`config.mk`:
```
export PLATFORM = sky130hd
export DESIGN_NAME = csio_top
export DESIGN_NICKNAME = d
export VERILOG_FILES = /design/src/hdl/csio_pkg.sv /design/src/hdl/csio_top.sv
export SDC_FILE = /design/constraint.sdc
export NUM_CORES = 1
export LEC_CHECK = 0
export BUFFER_PORTS_ARGS = -buffer_cell sky130_fd_sc_hd__buf_4
export CAP_MARGIN = 30
export CORE_UTILIZATION = 36
export CTS_CLUSTER_DIAMETER = 60
export DETAILED_ROUTE_END_ITERATION = 16
export PLACE_DENSITY_LB_ADDON = 0.05
export SLEW_MARGIN = 10
export SYNTH_ARGS = -nofsm -noshare
export SYNTH_HDL_FRONTEND = slang
export SYNTH_SLANG_ARGS = --single-unit
```
`constraint.sdc`:
```
create_clock -name pclk -period 8.45 [get_ports pclk]
set_clock_uncertainty 0.2 [all_clocks]
set_input_delay 0.845 -clock pclk [delete_from_list [all_inputs] [get_ports pclk]]
set_output_delay 0.845 -clock pclk [all_outputs]
set_load 0.05 [all_outputs]
```
`src/hdl/csio_pkg.sv`:
```
// Package with register map, field layout and types of the clocked serial block
// Overview of operation
// - Internal clock mode drives serial clock out at one of seven rates.
// - Clock select value 111 follows the clock arriving on the pin.
// - Internal clock pin idles and starts each transfer high.
// - Internal clock stops while buffer awaits service.
// - Data out changes on falling edge, data in sampled on rising edge.
// - Two-bit mode field picks transmit, receive or both.
// - Start bit sends loaded byte, least significant bit first.
// - Moving byte to shifter empties buffer; in transmit mode it also raises interrupt.
// - Internal clock transmit waits after eight bits until buffer written.
// - Previous last bit stays on data out until first falling edge.
// - Clearing start bit finishes pending data, then clears active flag.
// - Inhibit bit aborts at once and clears active flag.
// - External clock without start cleared keeps sending dummy data each byte.
// - Receive shifts eight bits, stores byte, raises buffer-full interrupt.
// - Clearing start in receive completes current byte, then clears flag.
// - Aborted reception data is invalid and need not be read.
// - Transmit/receive shares one buffer and interrupts after each frame.
// - Clearing start in duplex completes current byte, then clears flag.
// - Last transmitted bit holds on data out after final rising edge.
// - Interface mode field: 00 port, 01 clocked serial, 10 two-wire.
// - Status bit 3 shows transfer active, bit 2 shift active.
package csio_pkg;
    // Register byte offsets
    localparam logic [11:0] CSIO_OFS_CR1 = 12'h000;
    localparam logic [11:0] CSIO_OFS_DBR = 12'h004;
    localparam logic [11:0] CSIO_OFS_CR2 = 12'h008;
    // First control register fields
    localparam int CSIO_CR1_START = 7;
    localparam int CSIO_CR1_MODE_HI = 5;
    localparam int CSIO_CR1_MODE_LO = 4;
    localparam int CSIO_CR1_INHIBIT = 3;
    localparam int CSIO_CR1_SCK_HI = 2;
    localparam int CSIO_CR1_SCK_LO = 0;
    // Second control / status fields
    localparam int CSIO_SR_ACTIVE = 3;
    localparam int CSIO_SR_SHIFT = 2;
    localparam int CSIO_CR2_IFM_HI = 3;
    localparam int CSIO_CR2_IFM_LO = 2;
    localparam logic [31:0] CSIO_SR_ONES = 32'h0000_00F3;
    // Reset values, external clock select code and bits per frame
    localparam logic [7:0] CSIO_CR1_RST = 8'h08;
    localparam logic [1:0] CSIO_IFM_RST = 2'h0;
    localparam logic [2:0] CSIO_SCK_EXT = 3'h7;
    localparam logic [3:0] CSIO_BITS = 4'h8;
    // Interface modes
    localparam logic [1:0] CSIO_IFM_PORT = 2'h0;
    localparam logic [1:0] CSIO_IFM_SERIAL = 2'h1;
    localparam logic [1:0] CSIO_IFM_TWOWIRE = 2'h2;

    // Transfer modes
    typedef enum logic [1:0] {
        CSIO_XM_TX = 2'b00,
        CSIO_XM_RSV = 2'b01,
        CSIO_XM_TXRX = 2'b10,
        CSIO_XM_RX = 2'b11
    } csio_xmode_t;

    // Engine states
    typedef enum logic [1:0] {
        CSIO_ST_IDLE = 2'b00,
        CSIO_ST_SHIFT = 2'b01,
        CSIO_ST_WAIT = 2'b10
    } csio_state_t;

    // Serial pin group
    typedef struct packed {
        logic sck_o;
        logic sck_oe;
        logic so_o;
        logic so_oe;
    } csio_pins_t;
endpackage

```
`src/hdl/csio_top.sv`:
```
// Clocked serial transfer engine with APB register access
//
// Implementation choices: register access over APB and the register addresses.
`timescale 1ns/1ps
`default_nettype none
module csio_top #(
    parameter int DIV_BASE = 2
) (
    // APB clock and reset
    input wire logic pclk,
    input wire logic presetn,
    // APB slave
    input wire logic psel,
    input wire logic penable,
    input wire logic pwrite,
    input wire logic [11:0] paddr,
    input wire logic [31:0] pwdata,
    output logic [31:0] prdata,
    output logic pready,
    output logic pslverr,
    // Serial pins
    input wire logic serial_clock_pin_i,
    input wire logic serial_in_pin_i,
    output csio_pkg::csio_pins_t pins,
    // Byte event
    output logic serial_irq
);
    import csio_pkg::*;

    logic [7:0] cr1_reg;
    logic [1:0] ifm_reg;
    logic [7:0] dbr_reg;
    logic [7:0] dbr_next;
    logic buf_full_reg;
    logic rd_pend_reg;
    logic [7:0] sh_reg;
    logic [3:0] cnt_reg;
    logic active_reg;
    logic shift_reg_flag;
    logic so_reg;
    logic sck_reg;
    logic irq_reg;
    logic [9:0] div_reg;
    csio_state_t st_reg;
    logic [1:0] sck_sync_reg;
    logic [1:0] si_sync_reg;
    logic ext_prev_reg;

    // APB decode
    wire logic wr_en = psel & penable & pwrite;
    wire logic rd_en = psel & penable & ~pwrite;
    wire logic hit_cr1 = (paddr == CSIO_OFS_CR1);
    wire logic hit_dbr = (paddr == CSIO_OFS_DBR);
    wire logic hit_cr2 = (paddr == CSIO_OFS_CR2);
    wire logic hit_any = hit_cr1 | hit_dbr | hit_cr2;
    wire logic wr_cr1 = wr_en & hit_cr1;
    wire logic wr_dbr = wr_en & hit_dbr;
    wire logic rd_dbr = rd_en & hit_dbr;
    assign pready = 1'b1;
    assign pslverr = psel & penable & ~hit_any;

    // Control fields
    wire logic start_bit = cr1_reg[CSIO_CR1_START];
    wire logic inhibit_bit = cr1_reg[CSIO_CR1_INHIBIT];
    wire logic [1:0] transfer_mode_field = cr1_reg[CSIO_CR1_MODE_HI:CSIO_CR1_MODE_LO];
    wire logic [2:0] sck_sel = cr1_reg[CSIO_CR1_SCK_HI:CSIO_CR1_SCK_LO];
    wire logic ext_clk = (sck_sel == CSIO_SCK_EXT);
    wire logic serial_on = (ifm_reg == CSIO_IFM_SERIAL);
    wire logic mode_tx = (transfer_mode_field == CSIO_XM_TX);
    wire logic mode_rx = (transfer_mode_field == CSIO_XM_RX);
    wire logic mode_txrx = (transfer_mode_field == CSIO_XM_TXRX);
    wire logic sends = mode_tx | mode_txrx;

    // Pin synchronisers: first stage feeds only the second
    always_ff @(posedge pclk or negedge presetn)
    begin
        if (!presetn)
        begin
            sck_sync_reg <= 2'b11;
            si_sync_reg <= 2'b00;
        end
        else
        begin
            sck_sync_reg <= {sck_sync_reg[0], serial_clock_pin_i};
            si_sync_reg <= {si_sync_reg[0], serial_in_pin_i};
        end
    end

    // Edge detection on the synchronised external clock; relies on slow external phases
    always_ff @(posedge pclk or negedge presetn)
    begin
        if (!presetn)
            ext_prev_reg <= 1'b1;
        else
            ext_prev_reg <= sck_sync_reg[1];
    end
    wire logic ext_fall = ext_prev_reg & ~sck_sync_reg[1];
    wire logic ext_rise = ~ext_prev_reg & sck_sync_reg[1];

    // Internal rate: half period of DIV_BASE << select, seven rates
    wire logic [9:0] half_per = 10'(DIV_BASE << sck_sel);
    wire logic div_tick = (div_reg >= half_per - 10'h001);
    wire logic int_fall = ~ext_clk & div_tick & sck_reg;
    wire logic int_rise = ~ext_clk & div_tick & ~sck_reg;
    wire logic fall_ev = ext_clk ? ext_fall : int_fall;
    wire logic rise_ev = ext_clk ? ext_rise : int_rise;

    // Buffer ready for the next frame depends on the mode
    wire logic tx_ready = buf_full_reg;
    wire logic rx_ready = ~buf_full_reg;
    wire logic buf_ok = mode_rx ? rx_ready : (mode_tx ? tx_ready : (tx_ready & ~rd_pend_reg));
    wire logic last_bit = (cnt_reg == CSIO_BITS - 4'h1);
    wire logic go = serial_on & start_bit & ~inhibit_bit & ~active_reg
                    & (mode_rx | buf_full_reg);

    // Next buffer contents: received byte wins over a software write
    always_comb
    begin
        dbr_next = dbr_reg;
        if (wr_dbr)
            dbr_next = pwdata[7:0];
        if (st_reg == CSIO_ST_SHIFT && rise_ev && last_bit && !mode_tx)
            dbr_next = {si_sync_reg[1], sh_reg[7:1]};
    end

    // Register writes and buffer
    always_ff @(posedge pclk or negedge presetn)
    begin
        if (!presetn)
        begin
            cr1_reg <= CSIO_CR1_RST;
            ifm_reg <= CSIO_IFM_RST;
            dbr_reg <= 8'h00;
        end
        else
        begin
            if (wr_cr1)
                cr1_reg <= pwdata[7:0];
            if (wr_en && hit_cr2)
                ifm_reg <= pwdata[CSIO_CR2_IFM_HI:CSIO_CR2_IFM_LO];
            dbr_reg <= dbr_next;
        end
    end

    // Internal clock divider and pin; pin held high when idle or stalled
    always_ff @(posedge pclk or negedge presetn)
    begin
        if (!presetn)
        begin
            div_reg <= 10'h000;
            sck_reg <= 1'b1;
        end
        else if (st_reg != CSIO_ST_SHIFT || ext_clk)
        begin
            div_reg <= 10'h000;
            sck_reg <= 1'b1;
        end
        else if (div_tick)
        begin
            div_reg <= 10'h000;
            sck_reg <= ~sck_reg;
        end
        else
            div_reg <= div_reg + 10'h001;
    end

    // Transfer engine
    always_ff @(posedge pclk or negedge presetn)
    begin
        if (!presetn)
        begin
            st_reg <= CSIO_ST_IDLE;
            sh_reg <= 8'h00;
            cnt_reg <= 4'h0;
            active_reg <= 1'b0;
            shift_reg_flag <= 1'b0;
            so_reg <= 1'b1;
            buf_full_reg <= 1'b0;
            rd_pend_reg <= 1'b0;
            irq_reg <= 1'b0;
        end
        else
        begin
            irq_reg <= 1'b0;
            // Software writes fill the buffer in sending modes and empty it in receive mode, reads of a received byte empty it
            if (wr_dbr)
                buf_full_reg <= sends;
            if (rd_dbr)
            begin
                rd_pend_reg <= 1'b0;
                // Duplex buffer counts as empty once read, until the next byte is written
                if (mode_rx || mode_txrx)
                    buf_full_reg <= 1'b0;
            end
            if (inhibit_bit || !serial_on)
            begin
                // Abort at once; partial byte is dropped
                st_reg <= CSIO_ST_IDLE;
                active_reg <= 1'b0;
                shift_reg_flag <= 1'b0;
                cnt_reg <= 4'h0;
            end
            else
            begin
                case (st_reg)
                    CSIO_ST_IDLE:
                    begin
                        if (go)
                        begin
                            // so_reg untouched: old last bit stays out
                            active_reg <= 1'b1;
                            shift_reg_flag <= 1'b1;
                            cnt_reg <= 4'h0;
                            st_reg <= CSIO_ST_SHIFT;
                            if (sends)
                            begin
                                sh_reg <= dbr_reg;
                                buf_full_reg <= wr_dbr;
                                irq_reg <= mode_tx;
                            end
                        end
                    end
                    CSIO_ST_SHIFT:
                    begin
                        if (fall_ev && sends)
                            so_reg <= sh_reg[0];
                        if (rise_ev)
                        begin
                            sh_reg <= {si_sync_reg[1], sh_reg[7:1]};
                            cnt_reg <= cnt_reg + 4'h1;
                            if (last_bit)
                            begin
                                cnt_reg <= 4'h0;
                                shift_reg_flag <= 1'b0;
                                if (!mode_tx)
                                begin
                                    buf_full_reg <= 1'b1;
                                    rd_pend_reg <= mode_txrx;
                                    irq_reg <= 1'b1;
                                end
                                // Stop cleanly once the byte is finished
                                if (!start_bit)
                                begin
                                    active_reg <= 1'b0;
                                    st_reg <= CSIO_ST_IDLE; // so_reg keeps last bit
                                end
                                else
                                    st_reg <= CSIO_ST_WAIT;
                            end
                        end
                    end
                    CSIO_ST_WAIT:
                    begin
                        // Internal clock stalls here until serviced
                        if (!start_bit)
                        begin
                            active_reg <= 1'b0;
                            st_reg <= CSIO_ST_IDLE;
                        end
                        else if (buf_ok || (ext_clk && fall_ev))
                        begin
                            // External clock cannot wait: stale data goes out
                            shift_reg_flag <= 1'b1;
                            st_reg <= CSIO_ST_SHIFT;
                            if (sends)
                            begin
                                sh_reg <= dbr_reg;
                                buf_full_reg <= wr_dbr; // A write in this very cycle stays pending
                                irq_reg <= mode_tx;
                                if (ext_clk && fall_ev)
                                    so_reg <= dbr_reg[0];
                            end
                            else
                                buf_full_reg <= 1'b0;
                        end
                    end
                    default:
                        st_reg <= CSIO_ST_IDLE;
                endcase
            end
        end
    end

    // Status word: bit 3 transfer, bit 2 shift
    wire logic [31:0] sr_word = CSIO_SR_ONES
        | (32'(active_reg) << CSIO_SR_ACTIVE)
        | (32'(shift_reg_flag) << CSIO_SR_SHIFT);
    assign prdata = !rd_en ? 32'h0000_0000
                  : hit_cr1 ? {24'h00_0000, cr1_reg}
                  : hit_dbr ? {24'h00_0000, dbr_reg}
                  : hit_cr2 ? sr_word
                  : 32'h0000_0000;

    // Pins: clock driven only in internal mode
    // One driver for the whole pin group
    assign pins = '{sck_o: sck_reg, sck_oe: serial_on & ~ext_clk,
                    so_o: so_reg, so_oe: serial_on};
    assign serial_irq = irq_reg;
endmodule // csio_top
`default_nettype wire

```
# ---- Word level (Yosys, flattened, before mapping)
# Index checks and enable logic that the tools add are counted.
dict set report totals {
  reg_bits 54
  latch_bits 0
  mem_bits_rw 0
  romBits 0
  in_bits 51
  output_inout_bits 39
  elab_cells 185
  memories 0
}
dict set report classes {
  add_sub_neg 3
  multipliers 0
  div_mod_pow 0
  magnitude_cmp 1
  eq_ne 23
  shift 1
  n_mux 79
  bitwise 34
  n_reduce_logical 27
}
# operator n
set ops {}
lappend ops {{$mux W8} 11}
lappend ops {{$mux W1} 47}
lappend ops {{$pmux W8 S3} 1}
lappend ops {{$mux W10} 2}
lappend ops {{$and A1 B1 Y1} 18}
lappend ops {{$mux W4} 4}
lappend ops {{$mux W2} 7}
lappend ops {{$eq A12 B3 Y1 const B} 1}
lappend ops {{$eq A12 B4 Y1 const B} 1}
lappend ops {{$logic_not A12 Y1} 1}
lappend ops {{$ne A2 B2 Y1 const B} 6}
lappend ops {{$pmux W1 S3} 4}
lappend ops {{$reduce_and A6 Y1} 2}
lappend ops {{$not A1 Y1} 11}
lappend ops {{$add A10 B1 Y10 const B} 1}
lappend ops {{$ge A10 B10 Y1} 1}
lappend ops {{$shl A2 B3 Y10 const A} 1}
lappend ops {{$sub A10 B1 Y10 const B} 1}
lappend ops {{$ne A3 B3 Y1 const B} 3}
lappend ops {{$or A8 B3 Y8} 1}
lappend ops {{$pmux W4 S2} 1}
lappend ops {{$reduce_and A4 Y1} 2}
lappend ops {{$reduce_and A7 Y1} 1}
lappend ops {{$eq A2 B2 Y1 const B} 3}
lappend ops {{other kinds (18)} 37}

# ---- Logic depth before layout (Yosys ltp)
# Gate-level depths: netlist of run 1.
dict set report depth {
  word_depth 12
  ltp_mapped 10
  mapped_depth_nobuf 9
}

# ---- Worst setup path after synthesis of run 1
# No wires, ideal clock.
dict set report synth_timing {
  path_kind {input -> output}
  start {input paddr[5]}
  end {output prdata[0]}
  arrival_time_ns 2.776
  required_time_ns 7.405
  slack_ns 4.629
  path_stages 4
  n_path_buf 0
  cell_sequence {or4_1 nor4_4 nand3b_1 nor2_1}
}
dict set report synth_via {
  elab_chain_cells 5
  word_cells_on_any_way 7
  classes_between {eq/ne: 2; mux: 4; reduce/logical: 1}
}
# item line
set synth_rtl {}
lappend synth_rtl {{start, declared} csio_top.sv:16} ;# input wire logic [11:0] paddr,
lappend synth_rtl {{$eq A12 B4 Y1} csio_top.sv:54} ;# wire logic hit_cr2 = (paddr == CSIO_OFS_CR2);
lappend synth_rtl {{$mux W8} csio_top.sv:291} ;# : hit_cr2 ? sr_word
lappend synth_rtl {{$mux W8} csio_top.sv:290} ;# : hit_dbr ? {24'h00_0000, dbr_reg}
lappend synth_rtl {{$mux W8 *} csio_top.sv:289} ;# : hit_cr1 ? {24'h00_0000, cr1_reg}
lappend synth_rtl {{$mux W8 *} csio_top.sv:288} ;# assign prdata = !rd_en ? 32'h0000_0000
lappend synth_rtl {{end, declared} csio_top.sv:18} ;# output logic [31:0] prdata,
# Every way passes the cells marked *; elsewhere a longest branch is shown, timed or not.

# ---- Final worst setup path of run 1
dict set report layout_timing {
  start {input paddr[5]}
  end {output prdata[4]}
}
# The elaborated chain is that of the path after synthesis.

==> summary.md, run 1 <==
| Metric | Value |
|---|---|
| Outcome | finished, final reports clean |
| Top FF cell, synth | dfrtp_1 |
| Antenna Cells | 0 |
| Final Setup Violations | 0 |
| Syn Std Cell Area | about 3500 um^2 |
| Post-cts hold buffer count | 0 |
| CTS Buf Count | 5 |
| CP startpoint kind | input port |
| PostCTS Resize Cnt | 0 |
| Crit path largest cell delay | 0.56 ns |
| CORE AREA | about 9300 um^2 |
| Remaining Overflow, GRT | 0 |
| PD cells | about 120 nW/um^2 |
| Syn Inst Count | ~370 |
| Initial DRC Count | 85 |
| Synth area leader | dfrtp_1 |
| Hpwl dp | around 5.7 mm |
| Clk_lat worst skew | roughly 0.31 ns |
| Delay-heaviest family, CP | simple AND/OR/NAND/NOR gates |
| Die W | 99.9 um |
| Ranking of synthesized cells by area | dfrtp_1 (35%), buf_4 (6.3%), nor2_1 (5.9%) |
| Top cell type's share of synthesized area | a little over a third |
| Worst VDD drop | between 0.00005 and 0.00006 V |
| CP startpoint | paddr[5] |
| Max reg flops | 10 |
| Htree depth | 2 |
| Total die area | 9990 um^2 |
| Final nets | 462 |
| Crit-path cells | buf_4 -> or4_1 -> nor4_4 -> nand3b_1 -> nor2_1 -> buf_4 |
| Hold Crit Depth | 0 |
| Die height | 99.9 um |
| Max Buffers Root-to-Sink | 2 |
| Non-Filler Instances | 526 |
| CP Class | in2out |
| Layout cells sized above 1 | 21.2% |
| Io pins | 90 |
| Crit-path slowest cell | or4_1 |
| Root Buffer | clkbuf_8 |
| Fin Setup TNS | 0 ns |
| Worst setup path end | prdata[4] |
| Crit path buffers/inverters | 2 |
| CTS tree | built |
| RSZ-0062 raised after global routing | false |
| RePlAce Congestion | between 0.7 and 0.8 |
| Max cap viols | 0 |
| Critical Path Most Common Cell | buf_4 |
| GRT Resource Usage Total | between 10% and 20% |
| First-pass GRT wire length | roughly 13 mm |
| Worst R2R Start | cr1_reg[2] |
| Hold Path Class | reg2reg |
| Critical path endpoint category | primary output |
| Relative slew margins | 45.2% |
| DRC viols | 0 |
| Setup bufs post-CTS | 0 |
| IO buf count | 40 |
| Slew @ Worst Pin | just over 0.8 ns |
| Detailed Routing Iterations Pass 1 | 4 |
| Total clock sinks | 54 |
| Req. time, crit path | 7.40 ns |
| Most common cell after layout, fill and taps aside | nor2_1 |
| Distinct cells, synth | 55 |
| Fmax | about 260 MHz |
| Syn_area_per_cell | roughly 9.4 um^2 |
| Reg-to-reg endpoint | sh_reg[7] |
| Final wirelength | around 8.0 mm |
| Leak | about 1.8 nW |
| Most frequent cells in the layout | nor2_1 (54), dfrtp_1 (48), buf_4 (41), conb_1 (27), a21oi_1 (25) |
| Per-cell routed wire length | 15.2 um |
| Placed cells | approximately 520 |
| Seq/Total Area, Yosys | roughly 39% |
| Setup slack, reg-to-reg | roughly 5.0 ns |
| Row cnt | 35 |
| Warnings, synthesis | 0 |
| Number of global-route vias before repair | roughly 2600 |
| Area Overhead vs Synth | 10.8% |
| Via-to-Cell Ratio | 4.94 |
| Antenna violations before repair | 0 |
| Final Max Slew Viols | 0 |
| Critical path data arrival time | between 2 and 3 ns |
| Largest net degree at the start of global routing | 55 |
| Number of flops mapped to enable cells by yosys | 0 |
| R2R depth | 9 |
| Initial Util | 37.2% |
| Clock Pin Slew Worst Setup and Hold Paths | roughly 0.10 ns |
| Final Cycle Share | approximately 46% |
| Worst-path fanout max | 9 |
| Asr flop ratio synth | between 90% and 100% |
| WP depth | 6 |
| Final hold vios | 0 |
| Synthesized flop and latch total | 54 |
| Final ANT Viol Nets | 0 |
| Final Critical Period | approximately 4 ns |
| Via count | 2597 |
==> metrics by stage <==
step	utilization, %	hold WS [ns]	total power [W]	worst slack, ns	instance area (um^2)
global route	41.2	0.166	0.000485	4.43	3830
CTS	41.2	0.163	0.000474	4.52	3830
detailed placement	40.3	0.139	0.000317	4.53	3740
finish	41.2	0.159	0.000463	4.54	3830
global placement	40.3	0.134	0.000317	4.52	3740
floorplan	-	0.131	0.000307	4.63	3550
==> where the power goes <==
group	internal (W)	switching [W]	total, W
Clock	0.0000599	0.0000912	0.000151
Sequential	0.000260	0.000000786	0.000261
Combinational	0.0000111	0.0000395	0.0000506
==> cell usage after synthesis (all sizes together), types with 3 or more instances <==
master	number
a21boi	3
a21oi	25
a31oi	4
and2	3
and3	5
buf	31
clkbuf	14
dfrtp	48
dfstp	6
ha	15
inv	12
mux2	24
mux2i	11
nand2	20
nand3	12
nand3b	4
nand4	3
nor2	54
nor2b	4
nor3	5
nor3b	3
o21ai	13
o22ai	3
o31ai	3
or3	4
or4	3
xnor2	4
xor2	5
==> layer usage <==
layer | up-vias | share of wire (%) | GRT usage (%)
met4 | 0 | 0.60 | 4.19
li1 | 1292 | - | -
met5 | - | 0 | 0
met3 | 4 | 2.0 | 2.09
met1 | 1265 | 50 | 23.4
met2 | 36 | 47 | 28.2
==> cells by family (layout without fill, tap and decap cells) <==
family	count (synthesis)	in the layout	synth area share, %
AO/OA/AOI/OAI	69	69	13.0
XOR/XNOR	9	9	2.28
flip-flops	54	54	39.4
buffers and inverters	57	61	9.35
adder cells (fa/ha/maj)	15	15	5.44
AND/OR/NAND/NOR	127	127	18.4
other	2	27	0.218
multiplexers	35	35	11.9
==> cell type report <==
type                       instances  area, um^2
inverter                          12        45.0
clock inverter                     2        16.3
sequential                        54        1360
timing repair buffer              41         308
clock buffer                       6        72.6
multi-input combinational        282        1860
fill                             990        5460
tap                              129         161
==> worst min path at each step <==
stage / start / endpoint / slack (ns)
2_1_floorplan: si_sync_reg[0] / si_sync_reg[1] / 0.13
3_3_place_gp: si_sync_reg[0] / si_sync_reg[1] / 0.13
3_5_place_dp: si_sync_reg[0] / si_sync_reg[1] / 0.14
4_1_cts: sck_sync_reg[0] / sck_sync_reg[1] / 0.16
5_1_grt: sck_sync_reg[0] / sck_sync_reg[1] / 0.17
6_report: si_sync_reg[0] / si_sync_reg[1] / 0.16
==> worst register-to-register path, cell delays in order (launching register included) <==
cell and delay [ns]:
dfrtp_1 0.48, and3_1 0.29, inv_1 0.15, ha_1 0.31, a211oi_1 0.23, o21bai_1 0.13
a21o_1 0.23, a22oi_2 0.39, or3_1 0.55, mux2_4 0.35
No activity file was read; power rests on OpenSTA's default activity.
==> run 2: changes to the inputs <==
--- a/config.mk
+++ b/config.mk
@@ -5,6 +5,7 @@
 export SDC_FILE = /design/constraint.sdc
 export NUM_CORES = 1
 export LEC_CHECK = 0
+export ABC_AREA = 1
 export BUFFER_PORTS_ARGS = -buffer_cell sky130_fd_sc_hd__buf_4
 export CAP_MARGIN = 30
 export CORE_UTILIZATION = 36
==> constraint.sdc (replaced) <==
create_clock -name pclk -period 3.19 [get_ports pclk]
set_clock_uncertainty 0.2 [all_clocks]
set_input_delay 0.319 -clock pclk [delete_from_list [all_inputs] [get_ports pclk]]
set_output_delay 0.319 -clock pclk [all_outputs]
set_load 0.05 [all_outputs]
==> run 2 against run 1 <==
Sequential power grew to 2.7 times the previous value. Cell area rose by 6.2%. Sequential share of layout area decreased by 2.1 points.
==> summary.md, run 2 <==
| Metric | Value |
|---|---|
| Die W | 102 um |
| Initial Util | around 37% |
| Largest net degree at the start of global routing | 55 |
| Setup bufs post-CTS | 0 |
| Root Buffer | clkbuf_8 |
| Remaining Overflow, GRT | 0 |
| CP startpoint kind | register |
| Warnings, synthesis | 0 |
| Most frequent cells in the layout | nand2_1 (110), inv_1 (56), dfrtp_1 (48), buf_4 (42), nor2_1 (33) |
| Syn Inst Count | ~470 |
| Hpwl dp | around 6.5 mm |
| Io pins | 90 |
| Top FF cell, synth | dfrtp_1 |
| PostCTS Resize Cnt | 0 |
| Via count | 3037 |
| Total clock sinks | 54 |
| Leak | 1.98 nW |
| IO buf count | 40 |
| Per-cell routed wire length | ~13 um |
| Max cap viols | 0 |
| PD cells | a little over 300 nW/um^2 |
| RSZ-0062 raised after global routing | false |
| Reg-to-reg endpoint | buf_full_reg |
| Detailed Routing Iterations Pass 1 | 4 |
| RePlAce Congestion | between 0.8 and 0.9 |
| Relative slew margins | 52.8% |
| Worst VDD drop | between 0.0002 and 0.00025 V |
| R2R depth | 14 |
| Final ANT Viol Nets | 0 |
| Via-to-Cell Ratio | between 4 and 5 |
| Final nets | between 500 and 600 |
| GRT Resource Usage Total | 18.2% |
| Row cnt | 36 |
| Ranking of synthesized cells by area | dfrtp_1 (33%), nand2_1 (11%), buf_4 (6.2%) |
| Initial DRC Count | 91 |
| Critical path endpoint category | register |
| Req. time, crit path | about 3.2 ns |
| Synthesized flop and latch total | 54 |
| Clk_lat worst skew | ~0.32 ns |
| Worst-path fanout max | 13 |
| Antenna Cells | 0 |
| Hold_ws | roughly 0.085 ns |
| Layout cells sized above 1 | 18.5% |
| Antenna violations before repair | 0 |
| Final Setup Violations | 0 |
| Outcome | finished, final reports clean |
| CORE AREA | 9770 um^2 |
| Fmax | between 300 and 400 MHz |
| Min-Delay Endpoint | cr1_reg[6] |
| Commonest cells in the netlist | nand2_1 (110), inv_1 (56), dfrtp_1 (48) |
| Worst R2R Start | cr1_reg[0] |
| Hold Path Class | in2reg |
| Max Buffers Root-to-Sink | 2 |
| Utilization after layout | just over 40% |
| Die height | ~100 um |
| CP Class | reg2reg |
| CTS tree | built |
| Clock Pin Slew Worst Setup and Hold Paths | roughly 0.1 ns |
| Critical path data arrival time | around 2.7 ns |
| Slew @ Worst Pin | between 0.7 and 0.8 ns |
| Final Cycle Share | 84.0% |
| Syn Std Cell Area | approximately 3600 um^2 |
| Area Overhead vs Synth | 11.8% |
| Top-count cell post-synth | nand2_1 |
| Hold wc startpoint | pwdata[6] |
| Distinct cells, synth | 41 |
| First-pass GRT wire length | about 15 mm |
| Final wirelength | approximately 8.6 mm |
| Final Critical Period | 2.68 ns |
| Seq/Total Area, Yosys | between 30% and 40% |
| Most common cell after layout, fill and taps aside | nand2_1 |
| Final hold vios | 0 |
| Syn_area_per_cell | just under 8 um^2 |
| Number of flops mapped to enable cells by yosys | 0 |
| Post-cts hold buffer count | 3 |
| Max reg flops | 10 |
| Synth area leader | dfrtp_1 |
| Top cell type's share of synthesized area | between 30% and 40% |
| CP startpoint | cr1_reg[0] |
| Total die area | 10500 um^2 |
| Number of global-route vias before repair | 3073 |
| Final Max Slew Viols | 0 |
| DRC viols | 0 |
| Worst setup margin | just over 0.5 ns |
| Fin Setup TNS | 0 ns |
| Asr flop ratio synth | 100% |
| Htree depth | 2 |
| Hold Crit Depth | 3 |
| Pre-CTS setup slack | 0.489 ns |
| Setup slack, reg-to-reg | around 0.5 ns |
| CTS Buf Count | 5 |
[run 2: through the flow]
step | instances | area [um^2] | power, W
3_3_place_gp | 631 | 3940 | 0.000831
6_report | 642 | 4060 | 0.00124
3_5_place_dp | 631 | 3940 | 0.000831
5_1_grt | 642 | 4060 | 0.00129
4_1_cts | 642 | 4060 | 0.00126
2_1_floorplan | 492 | 3730 | 0.000810
[run 2: layer usage]
metal / wire (um) / GRT usage [%]
met1: 4070 / 23.2
met2: 4180 / 31.3
met4: 91 / 5.05
met5: 0 / 0
met3: 223 / 3.28
[run 2: worst max-delay path by stage]
stage | slack, ns | endpoint
floorplan | 0.44 | prdata[2]
global placement | 0.52 | dbr_reg[5]
detailed placement | 0.49 | dbr_reg[2]
CTS | 0.46 | dbr_reg[2]
global route | 0.24 | dbr_reg[3]
finish | 0.51 | buf_full_reg
[run 2: logic make-up (layout without fill, tap and decap cells)]
kind of cell               after synthesis  count (layout)  synth area share (%)
xor gates and xnor gates                 3               3                 0.724
DFF                                     54              54                  37.4
muxes                                    7               7                  1.93
AOI/OAI and AO/OA                       71              71                  11.9
adders and majority gates               15              15                  5.17
buffers and inverters                   97             114                  13.7
and+or+nand+nor                        218             218                  29.0
other                                    2              27                 0.207
[run 2: cell type report]
| class | instances | area [um^2] |
|---|---|---|
| multi-input combinational | 341 | 1870 |
| clock inverter | 1 | 5.00 |
| tap | 133 | 166 |
| sequential | 54 | 1360 |
| inverter | 61 | 231 |
| timing repair buffer | 45 | 345 |
| clock buffer | 7 | 86.3 |
| fill | 1071 | 5710 |
[run 2: power breakdown]
part | internal (W) | switching [W] | leakage, nW
Sequential | 0.000689 | 0.00000222 | 0.724
Combinational | 0.0000283 | 0.0000999 | 1.20
Clock | 0.000176 | 0.000239 | 0.0482
Total | 0.000894 | 0.000341 | 1.98
[run 2: worst max-delay path: stages, from the launching register on]
cell and delay, ns:
dfrtp_1 0.43, inv_1 0.13, nor2_4 0.16, inv_1 0.13
ha_1 0.31, nand2_1 0.06, nor2_1 0.12, nand3b_1 0.10
nand3_2 0.14, nand3_4 0.12, nand2_4 0.11, nand3_4 0.14
inv_2 0.27, nor2_1 0.08, nor2_1 0.10
